## src/hw/timer2_pkg.sv

```systemverilog
`default_nettype none
package timer2_pkg;

    localparam int ADDR_W = 8;
    localparam int DATA_W = 32;

    // Register byte addresses
    localparam logic [ADDR_W-1:0] ADDR_CONTROL = 8'hC8;
    localparam logic [ADDR_W-1:0] ADDR_COUNT = 8'hCC;
    localparam logic [ADDR_W-1:0] ADDR_RELOAD = 8'hD0;
    localparam logic [ADDR_W-1:0] ADDR_CLOCK_CONTROL = 8'hD4;
    localparam logic [ADDR_W-1:0] ADDR_IRQ_STATUS = 8'hD8;
    localparam logic [ADDR_W-1:0] ADDR_IRQ_CLEAR = 8'hDC;
    localparam logic [ADDR_W-1:0] ADDR_IRQ_ENABLE = 8'hE0;

    // Reset values and the all-ones rollover byte
    localparam logic [7:0] CONTROL_RESET = 8'h00;
    localparam logic [7:0] BYTE_RESET = 8'h00;
    localparam logic [2:0] IRQ_RESET = 3'h0;
    localparam logic [7:0] BYTE_ALL_ONES = 8'hFF;

    // Interrupt status and enable bit positions
    localparam int IRQ_HIGH = 0;
    localparam int IRQ_LOW = 1;
    localparam int IRQ_CAPTURE = 2;

    // Clock control bit positions
    localparam int CLKSEL_LOW = 0;
    localparam int CLKSEL_HIGH = 1;

    // Prescaler counts
    localparam logic [3:0] SYS_DIV_LAST = 4'hB;
    localparam logic [2:0] EXT_DIV_LAST = 3'h7;

    localparam logic [1:0] RESP_OKAY = 2'h0;
    localparam logic [1:0] RESP_SLVERR = 2'h2;

    typedef struct packed {
        logic high_byte_overflow_flag;
        logic low_byte_overflow_flag;
        logic low_byte_irq_enable;
        logic lfo_capture_enable;
        logic split_mode_enable;
        logic run_control;
        logic unused;
        logic external_clock_select;
    } ctrl_s;

    typedef struct packed {
        logic div12;
        logic ext8;
        logic lfo_fall;
    } tick_s;

    typedef enum {
        SEL_CONTROL,
        SEL_COUNT,
        SEL_RELOAD,
        SEL_CLOCK_CONTROL,
        SEL_IRQ_STATUS,
        SEL_IRQ_CLEAR,
        SEL_IRQ_ENABLE,
        SEL_NONE
    } reg_sel_e;

    function automatic reg_sel_e decode_reg(input logic [ADDR_W-1:0] addr);
        unique case (addr)
            ADDR_CONTROL: decode_reg = SEL_CONTROL;
            ADDR_COUNT: decode_reg = SEL_COUNT;
            ADDR_RELOAD: decode_reg = SEL_RELOAD;
            ADDR_CLOCK_CONTROL: decode_reg = SEL_CLOCK_CONTROL;
            ADDR_IRQ_STATUS: decode_reg = SEL_IRQ_STATUS;
            ADDR_IRQ_CLEAR: decode_reg = SEL_IRQ_CLEAR;
            ADDR_IRQ_ENABLE: decode_reg = SEL_IRQ_ENABLE;
            default: decode_reg = SEL_NONE;
        endcase
    endfunction : decode_reg

endpackage : timer2_pkg
`default_nettype wire

```

## src/hw/clock_tick_source.sv

```systemverilog
`default_nettype none
module clock_tick_source (
    input wire logic aclk,
    input wire logic aresetn,
    input wire logic ext_clk_in,
    input wire logic lfo_in,
    output timer2_pkg::tick_s ticks
);
    import timer2_pkg::*;

    logic ext_meta;
    logic ext_sync;
    logic ext_prev;
    logic lfo_meta;
    logic lfo_sync;
    logic lfo_prev;
    logic [3:0] sys_div;
    logic [2:0] ext_div;
    logic div12_q;
    logic ext8_q;
    logic lfo_fall_q;

    assign ticks = '{div12: div12_q, ext8: ext8_q, lfo_fall: lfo_fall_q};

    // Two-stage synchronisers
    always_ff @(posedge aclk) begin
        if (!aresetn) begin
            ext_meta <= 1'h0;
            ext_sync <= 1'h0;
            ext_prev <= 1'h0;
            lfo_meta <= 1'h0;
            lfo_sync <= 1'h0;
            lfo_prev <= 1'h0;
        end else begin
            ext_meta <= ext_clk_in;
            ext_sync <= ext_meta;
            ext_prev <= ext_sync;
            lfo_meta <= lfo_in;
            lfo_sync <= lfo_meta;
            lfo_prev <= lfo_sync;
        end
    end

    // System clock divided by 12
    always_ff @(posedge aclk) begin
        if (!aresetn) begin
            sys_div <= 4'h0;
            div12_q <= 1'h0;
        end else begin
            div12_q <= (sys_div == SYS_DIV_LAST);
            sys_div <= (sys_div == SYS_DIV_LAST) ? 4'h0 : sys_div + 4'h1;
        end
    end

    // External clock rising edges divided by 8
    always_ff @(posedge aclk) begin
        if (!aresetn) begin
            ext_div <= 3'h0;
            ext8_q <= 1'h0;
        end else begin
            ext8_q <= ext_sync && !ext_prev && (ext_div == EXT_DIV_LAST);
            if (ext_sync && !ext_prev) begin
                ext_div <= ext_div + 3'h1;
            end
        end
    end

    // Oscillator falling edge
    always_ff @(posedge aclk) begin
        if (!aresetn) begin
            lfo_fall_q <= 1'h0;
        end else begin
            lfo_fall_q <= !lfo_sync && lfo_prev;
        end
    end

endmodule : clock_tick_source
`default_nettype wire

```

## src/hw/split_mode_auto_reload_timer.sv

```systemverilog
// Summary of operation
// - Split mode runs two 8-bit auto-reload counters.
// - Split cleared runs one 16-bit reloading counter.
// - Each byte reloads from its own reload byte.
// - Split mode: run gates high byte only.
// - Run bit starts and stops the counter.
// - Per-byte select: system clock or shared source.
// - One external select serves both bytes.
// - External clock synchronised, divided by eight.
// - High flag set on high byte rollover.
// - In 16-bit mode, full rollover sets high flag.
// - Low flag set on any low rollover.
// - Timer enable: high flag raises interrupt.
// - Low enable adds low overflow to interrupt.
// - Flags stay set until software clears them.
// - Capture count into reload on oscillator fall.
// - Control bit one reads zero, ignores writes.
// - Control at 0xC8, bit access, resets zero.
//
// Chosen here: register access over AXI4-Lite.
`default_nettype none
module split_mode_auto_reload_timer (
    input wire logic aclk,
    input wire logic aresetn,
    input wire logic [timer2_pkg::ADDR_W-1:0] s_axi_awaddr,
    input wire logic s_axi_awvalid,
    output logic s_axi_awready,
    input wire logic [timer2_pkg::DATA_W-1:0] s_axi_wdata,
    input wire logic [3:0] s_axi_wstrb,
    input wire logic s_axi_wvalid,
    output logic s_axi_wready,
    output logic [1:0] s_axi_bresp,
    output logic s_axi_bvalid,
    input wire logic s_axi_bready,
    input wire logic [timer2_pkg::ADDR_W-1:0] s_axi_araddr,
    input wire logic s_axi_arvalid,
    output logic s_axi_arready,
    output logic [timer2_pkg::DATA_W-1:0] s_axi_rdata,
    output logic [1:0] s_axi_rresp,
    output logic s_axi_rvalid,
    input wire logic s_axi_rready,
    input wire logic ext_clk_in,
    input wire logic lfo_in,
    output logic irq
);
    import timer2_pkg::*;

    ctrl_s ctrl;
    tick_s ticks;
    logic [7:0] count_high_byte;
    logic [7:0] count_low_byte;
    logic [7:0] reload_high_byte;
    logic [7:0] reload_low_byte;
    logic [1:0] clock_control;
    logic capture_flag;
    logic [2:0] irq_enable;
    logic [2:0] irq_status;
    logic [ADDR_W-1:0] aw_addr;
    logic [DATA_W-1:0] w_data;
    logic [3:0] w_strb;
    logic have_aw;
    logic have_w;
    logic do_write;
    reg_sel_e wr_sel;
    reg_sel_e rd_sel;
    logic [DATA_W-1:0] rd_word;
    logic wr_ctrl;
    logic wr_cnt_lo;
    logic wr_cnt_hi;
    logic wr_rl_lo;
    logic wr_rl_hi;
    logic wr_clr;
    logic lo_tick;
    logic hi_tick;
    logic lo_ovf;
    logic hi_ovf;
    logic capture;
    logic [7:0] next_lo;
    logic [7:0] next_hi;
    function automatic logic pick_tick(input logic sys_sel, input logic ext_sel, input tick_s t);
        pick_tick = sys_sel ? 1'h1 : (ext_sel ? t.ext8 : t.div12);
    endfunction : pick_tick

    clock_tick_source u_ticks (
        .aclk(aclk),
        .aresetn(aresetn),
        .ext_clk_in(ext_clk_in),
        .lfo_in(lfo_in),
        .ticks(ticks)
    );
    // Write channel capture and response
    assign do_write = have_aw && have_w && !s_axi_bvalid;
    assign wr_sel = decode_reg(aw_addr);

    always_ff @(posedge aclk) begin
        if (!aresetn) begin
            s_axi_awready <= 1'h1;
            s_axi_wready <= 1'h1;
            s_axi_bvalid <= 1'h0;
            s_axi_bresp <= RESP_OKAY;
            have_aw <= 1'h0;
            have_w <= 1'h0;
            aw_addr <= '0;
            w_data <= '0;
            w_strb <= 4'h0;
        end else begin
            if (s_axi_awvalid && s_axi_awready) begin
                aw_addr <= s_axi_awaddr;
                have_aw <= 1'h1;
                s_axi_awready <= 1'h0;
            end
            if (s_axi_wvalid && s_axi_wready) begin
                w_data <= s_axi_wdata;
                w_strb <= s_axi_wstrb;
                have_w <= 1'h1;
                s_axi_wready <= 1'h0;
            end
            if (do_write) begin
                have_aw <= 1'h0;
                have_w <= 1'h0;
                s_axi_bvalid <= 1'h1;
                s_axi_bresp <= (wr_sel == SEL_NONE) ? RESP_SLVERR : RESP_OKAY;
            end
            if (s_axi_bvalid && s_axi_bready) begin
                s_axi_bvalid <= 1'h0;
                s_axi_awready <= 1'h1;
                s_axi_wready <= 1'h1;
            end
        end
    end

    assign wr_ctrl = do_write && (wr_sel == SEL_CONTROL) && w_strb[0];
    assign wr_cnt_lo = do_write && (wr_sel == SEL_COUNT) && w_strb[0];
    assign wr_cnt_hi = do_write && (wr_sel == SEL_COUNT) && w_strb[1];
    assign wr_rl_lo = do_write && (wr_sel == SEL_RELOAD) && w_strb[0];
    assign wr_rl_hi = do_write && (wr_sel == SEL_RELOAD) && w_strb[1];
    assign wr_clr = do_write && (wr_sel == SEL_IRQ_CLEAR) && w_strb[0];

    // Read channel
    assign rd_sel = decode_reg(s_axi_araddr);

    always_comb begin
        rd_word = '0;
        unique case (rd_sel)
            SEL_CONTROL: rd_word[7:0] = ctrl;
            SEL_COUNT: rd_word[15:0] = {count_high_byte, count_low_byte};
            SEL_RELOAD: rd_word[15:0] = {reload_high_byte, reload_low_byte};
            SEL_CLOCK_CONTROL: rd_word[1:0] = clock_control;
            SEL_IRQ_STATUS: rd_word[2:0] = irq_status;
            SEL_IRQ_ENABLE: rd_word[2:0] = irq_enable;
            SEL_IRQ_CLEAR, SEL_NONE: rd_word = '0;
        endcase
    end

    always_ff @(posedge aclk) begin
        if (!aresetn) begin
            s_axi_arready <= 1'h1;
            s_axi_rvalid <= 1'h0;
            s_axi_rdata <= '0;
            s_axi_rresp <= RESP_OKAY;
        end else begin
            if (s_axi_arvalid && s_axi_arready) begin
                s_axi_arready <= 1'h0;
                s_axi_rvalid <= 1'h1;
                s_axi_rdata <= rd_word;
                s_axi_rresp <= (rd_sel == SEL_NONE) ? RESP_SLVERR : RESP_OKAY;
            end
            if (s_axi_rvalid && s_axi_rready) begin
                s_axi_rvalid <= 1'h0;
                s_axi_arready <= 1'h1;
            end
        end
    end

    // Count enables per byte
    assign lo_tick = pick_tick(clock_control[CLKSEL_LOW], ctrl.external_clock_select,
                               ticks);
    assign hi_tick = pick_tick(clock_control[CLKSEL_HIGH], ctrl.external_clock_select,
                               ticks);
    assign capture = ctrl.lfo_capture_enable && ticks.lfo_fall;

    // Counter next state
    always_comb begin
        next_lo = count_low_byte;
        next_hi = count_high_byte;
        lo_ovf = 1'h0;
        hi_ovf = 1'h0;
        if (ctrl.split_mode_enable) begin
            if (lo_tick) begin
                if (count_low_byte == BYTE_ALL_ONES) begin
                    next_lo = reload_low_byte;
                    lo_ovf = 1'h1;
                end else begin
                    next_lo = count_low_byte + 8'h01;
                end
            end
            if (ctrl.run_control && hi_tick) begin
                if (count_high_byte == BYTE_ALL_ONES) begin
                    next_hi = reload_high_byte;
                    hi_ovf = 1'h1;
                end else begin
                    next_hi = count_high_byte + 8'h01;
                end
            end
        end else if (ctrl.run_control && lo_tick) begin
            lo_ovf = (count_low_byte == BYTE_ALL_ONES);
            if ({count_high_byte, count_low_byte} == {BYTE_ALL_ONES, BYTE_ALL_ONES}) begin
                {next_hi, next_lo} = {reload_high_byte, reload_low_byte};
                hi_ovf = 1'h1;
            end else begin
                {next_hi, next_lo} = 16'({count_high_byte, count_low_byte} + 16'h0001);
            end
        end
        if (wr_cnt_lo) begin
            next_lo = w_data[7:0];
        end
        if (wr_cnt_hi) begin
            next_hi = w_data[15:8];
        end
    end

    always_ff @(posedge aclk) begin
        if (!aresetn) begin
            count_low_byte <= BYTE_RESET;
            count_high_byte <= BYTE_RESET;
        end else begin
            count_low_byte <= next_lo;
            count_high_byte <= next_hi;
        end
    end

    // Reload registers, capture wins over software
    always_ff @(posedge aclk) begin
        if (!aresetn) begin
            reload_low_byte <= BYTE_RESET;
            reload_high_byte <= BYTE_RESET;
        end else if (capture) begin
            reload_low_byte <= count_low_byte;
            reload_high_byte <= count_high_byte;
        end else begin
            if (wr_rl_lo) begin
                reload_low_byte <= w_data[7:0];
            end
            if (wr_rl_hi) begin
                reload_high_byte <= w_data[15:8];
            end
        end
    end

    // Control register, hardware set wins over software clear
    always_ff @(posedge aclk) begin
        if (!aresetn) begin
            ctrl <= CONTROL_RESET;
        end else begin
            if (wr_ctrl) begin
                ctrl.low_byte_irq_enable <= w_data[5];
                ctrl.lfo_capture_enable <= w_data[4];
                ctrl.split_mode_enable <= w_data[3];
                ctrl.run_control <= w_data[2];
                ctrl.external_clock_select <= w_data[0];
            end
            ctrl.unused <= 1'h0;
            if (hi_ovf) begin
                ctrl.high_byte_overflow_flag <= 1'h1;
            end else if (wr_ctrl) begin
                ctrl.high_byte_overflow_flag <= w_data[7];
            end else if (wr_clr && w_data[IRQ_HIGH]) begin
                ctrl.high_byte_overflow_flag <= 1'h0;
            end
            if (lo_ovf) begin
                ctrl.low_byte_overflow_flag <= 1'h1;
            end else if (wr_ctrl) begin
                ctrl.low_byte_overflow_flag <= w_data[6];
            end else if (wr_clr && w_data[IRQ_LOW]) begin
                ctrl.low_byte_overflow_flag <= 1'h0;
            end
        end
    end

    // Clock control and interrupt enables
    always_ff @(posedge aclk) begin
        if (!aresetn) begin
            clock_control <= 2'h0;
            irq_enable <= IRQ_RESET;
        end else begin
            if (do_write && (wr_sel == SEL_CLOCK_CONTROL) && w_strb[0]) begin
                clock_control <= w_data[1:0];
            end
            if (do_write && (wr_sel == SEL_IRQ_ENABLE) && w_strb[0]) begin
                irq_enable <= w_data[2:0];
            end
        end
    end

    // Capture event status
    always_ff @(posedge aclk) begin
        if (!aresetn) begin
            capture_flag <= 1'h0;
        end else if (capture) begin
            capture_flag <= 1'h1;
        end else if (wr_clr && w_data[IRQ_CAPTURE]) begin
            capture_flag <= 1'h0;
        end
    end

    assign irq_status = {capture_flag, ctrl.low_byte_overflow_flag, ctrl.high_byte_overflow_flag};

    // Interrupt request
    always_ff @(posedge aclk) begin
        if (!aresetn) begin
            irq <= 1'h0;
        end else begin
            irq <= irq_enable[IRQ_HIGH] && (irq_status[IRQ_HIGH]
                   || (irq_status[IRQ_LOW] && irq_enable[IRQ_LOW]
                       && ctrl.low_byte_irq_enable)
                   || (irq_status[IRQ_CAPTURE] && irq_enable[IRQ_CAPTURE]));
        end
    end
endmodule : split_mode_auto_reload_timer
`default_nettype wire

```

## config.mk

```make
export PLATFORM = sky130hd
export DESIGN_NAME = split_mode_auto_reload_timer
export DESIGN_NICKNAME = d
export VERILOG_FILES = /design/src/hw/timer2_pkg.sv /design/src/hw/clock_tick_source.sv /design/src/hw/split_mode_auto_reload_timer.sv
export SDC_FILE = /design/constraint.sdc
export NUM_CORES = 1
export LEC_CHECK = 0
export ABC_AREA = 1
export BUFFER_PORTS_ARGS = -buffer_cell sky130_fd_sc_hd__buf_4
export CAP_MARGIN = 20
export CORE_MARGIN = 4
export CORE_UTILIZATION = 51
export DETAILED_ROUTE_END_ITERATION = 12
export PLACE_DENSITY = 0.77
export SETUP_SLACK_MARGIN = 0.3
export SLEW_MARGIN = 0
export SYNTH_ARGS = -nofsm -noshare
export SYNTH_HDL_FRONTEND = slang
export SYNTH_HIERARCHICAL = 1
export SYNTH_SLANG_ARGS = --single-unit
export TNS_END_PERCENT = 1
```

## constraint.sdc

```tcl
create_clock -name aclk -period 1.5 [get_ports aclk]
set_clock_uncertainty 0.05 [all_clocks]
set_input_delay 0.075 -clock aclk [delete_from_list [all_inputs] [get_ports aclk]]
set_output_delay 0.075 -clock aclk [all_outputs]
set_load 0.02 [all_outputs]
```

==> results.json <==
{
  "rsz0062_at_grt": "true",
  "pin_count": 103,
  "antenna_found_initial": 0,
  "gp_congestion": 0.966,
  "p_per_area_nw_per_um2": 978,
  "num_rows": 39,
  "synth_common_cells": "234 x nand2_1, 113 x dfxtp_1, 101 x nor2_1",
  "cts.sinks": 113,
  "cts-root-buf": "clkbuf_16",
  "critPathMaxFanout": 5,
  "required_ns": 1.76,
  "ys_types": 41,
  "htreeDepth": 4,
  "drt_iter0_markers": 568,
  "synth_top_area_frac": 0.383,
  "switching_share": 0.245,
  "syn-cell-area_um2": 5900,
  "die_area_um2": 13400,
  "placed_cells": 1131,
  "peakVddDrop_mv": 0.943,
  "max_freq_mhz": 581,
  "r2r_start": "aw_addr[4]$_SDFFE_PN0P_",
  "tritoncts": "yes",
  "clkTransAtPathRegs_ns": 0.06,
  "area_delta_synth_final_pct": 41.3,
  "worstSetupEndpointType": "flip-flop",
  "fill_cells": 867,
  "fin_nets": 1108,
  "numCtsBuffers": 17,
  "layout-drive-gt1-share": 0.284,
  "p_leak_nw": 3.60,
  "max_cap_violations": 0,
  "drtAntennaViolNets": 0,
  "worstSetupStartpointType": "flip-flop",
  "die_y_um": 116,
  "viasPerCell": 5.28,
  "ys_warn_count": 6,
  "slew_viol_final": 0,
  "drc": 0,
  "async_flop_share": 0,
  "synth_edf_count": 0,
  "crit_type": "reg2reg",
  "core_um2": 11400,
  "rrSetupSlack_ns": -0.22,
  "synth.most_common_cell": "nand2_1",
  "num_antenna_cells": 0,
  "cpPeakStageDelay_ns": 0.36,
  "die_x_um": 116,
  "dp_hpwl_mm": 11.8,
  "grtUsageTotal": 0.262,
  "tns_ns": -2.50,
  "arrival_ns": 1.98,
  "crit_path_frequent_cell": "nand3_4",
  "syn_avg_cell_area_um2": 6.73,
  "wl_per_cell_um": 14.6,
  "start_util": 0.519,
  "yosys.area.top_type": "dfxtp_1",
  "period_share": 1.15,
  "io_buffers": 66,
  "violations": "setup timing",
  "setup_violations": 21,
  "min_path_type": "in2reg",
  "finalWirelength_mm": 17.4,
  "grt_max_degree": 66,
  "grt_pass1_wl_mm": 27.5,
  "total_power_mw": 8.15,
  "clk_path_buf_depth": 2,
  "pwr-share-comb": 0.095,
  "synthFlopType": "dfxtp_1",
  "grt_pass1_vias": 5723,
  "grt-ovfl-total": 0,
  "instances_no_fill": 1197,
  "holdCritStartpoint": "s_axi_wdata[2]",
  "layout_min_cycle_time_ns": 1.72,
  "routed-wl-met2_mm": 8.15,
  "slowest_stage": "dfxtp_4",
  "finalWorstSetupSlack_ns": -0.220,
  "intPower_mw": 6.15,
  "synth_seq_cells": 113,
  "routed.top_layer": "met4",
  "crit_chain": "nor2_4, nand2_4, nor3_4, buf_6, nand3_4, nand3_4, nand2_8, buf_4, nand2_1, a21oi_1",
  "synth_cells": 877,
  "num_vias": 6318,
  "ys_top_cells_by_area": "dfxtp_1 38%, nand2_1 15%, nor2_1 6.4%",
  "wl_met1_mm": 7.32,
  "ys_seq_area_frac": 0.383,
  "clk_latency_ns": 0.43,
  "cp-startpoint": "aw_addr[4]$_SDFFE_PN0P_",
  "power_frac_seq": 0.397,
  "switching_power_mw": 2.00,
  "met3_wirelength_mm": 1.65,
  "hold_viol_final": 0,
  "status": "finished with violations",
  "dr.pass1.iters": 5,
  "clkPwrFrac": 0.508
}
==> metal layers <==
layer  GRT usage  vias to the layer above
li1            -                     3153
met1       0.339                     2848
met2       0.429                      289
met3      0.0653                       28
met4      0.0884                        0
met5           0                        -
==> sequential cells by signal, indices dropped and copies added, names as in the netlist, 2 cells and up <==
name	count
u_ticks/sys_div	4
clock_control	2
ctrl	7
reload_high_byte	8
aw_addr	8
count_low_byte	8
w_strb	2
irq_enable	3
count_high_byte	8
s_axi_rdata	16
reload_low_byte	8
u_ticks/ext_div	3
w_data	16
==> path summary, 6_finish.rpt <==
kind,end,depth (start not counted)
hold / removal,w_data[2]$_SDFFE_PN0P_,3
setup / recovery,count_high_byte[2]$_SDFFE_PN0P_,10
hold reg to reg,u_ticks/lfo_fall_q$_SDFF_PN0_,1
setup reg to reg,count_high_byte[2]$_SDFFE_PN0P_,10
==> area by class of cell <==
class | instances | area, um2 | share of cell area
inverters | 99 | 407 | 0.0488
clock inverters | 12 | 158 | 0.0189
multi-input cells | 632 | 3330 | 0.399
well taps | 143 | 179 | 0.0215
repair buffers | 179 | 1520 | 0.183
clock buffers | 19 | 453 | 0.0543
flip-flops and latches | 113 | 2290 | 0.275
==> repair_timing <==
action                                  CTS  global route
endpoints found under the hold margin    33             0
endpoints found under the setup margin   61            88
resized for setup                        25            73
cloned                                    0             1
hold buffers                             30             0
setup buffers                             0             4
pin swaps                                10            39
==> placed cells by master, fill, tap and decap left out, types with 8 or more instances in the layout <==
cell type,instances
nor2_2,18
nor2_4,9
dfxtp_1,100
conb_1,18
dfxtp_2,9
buf_4,136
nand2_4,9
nand2_1,215
a21oi_2,8
nand3_1,42
dlygate4sd3_1,30
inv_1,82
o21ai_1,15
nor2_1,80
nand3_2,11
o211ai_1,9
a31oi_1,17
nand2_2,20
o21ai_0,60
nand4_1,13
clkbuf_16,17
a21oi_1,45
==> logic make-up (layout without fill, tap and decap cells) <==
family                   Yosys count  count (layout)  synth area share
XOR/XNOR                           7               7            0.0104
buffers and inverters            150             309             0.115
flip-flops                       113             113             0.383
AND/OR/NAND/NOR                  433             434             0.319
AO/OA/AOI/OAI                    168             168             0.160
other                              1              18          0.000636
adder cells (fa/ha/maj)            5               5            0.0106
==> power by group through the flow <==
stage                     Clock, mW  Sequential, mW  Combinational (mW)
after floorplan                   0            3.30               0.375
after global placement            0            3.28               0.630
after detailed placement          0            3.29               0.645
after CTS                      4.19            3.22               0.725
after global routing           4.32            3.25               0.858
final                          4.14            3.23               0.777
==> through the flow <==
| step | setup WS [ns] | area (um2) | hold WS [ns] | util |
|---|---|---|---|---|
| final | -0.220 | 8340 | 0.0233 | 0.733 |
| after CTS | -0.148 | 8090 | 0.00626 | 0.711 |
| after detailed placement | -0.142 | 7090 | 0.212 | 0.624 |
| after floorplan | 0.0190 | 6060 | 0.123 | - |
| after global routing | -0.282 | 8340 | 0.0415 | 0.733 |
| after global placement | -0.133 | 7090 | 0.208 | 0.624 |
==> critical path, delay by kind of cell (launching register included) <==
kind,cells,cell delay [ns]
AND/OR/NAND/NOR,7,0.86
AO/OA/AOI/OAI,1,0.06
flip-flops,1,0.36
buffers and inverters,2,0.28
No activity file was read; power rests on OpenSTA's default activity.
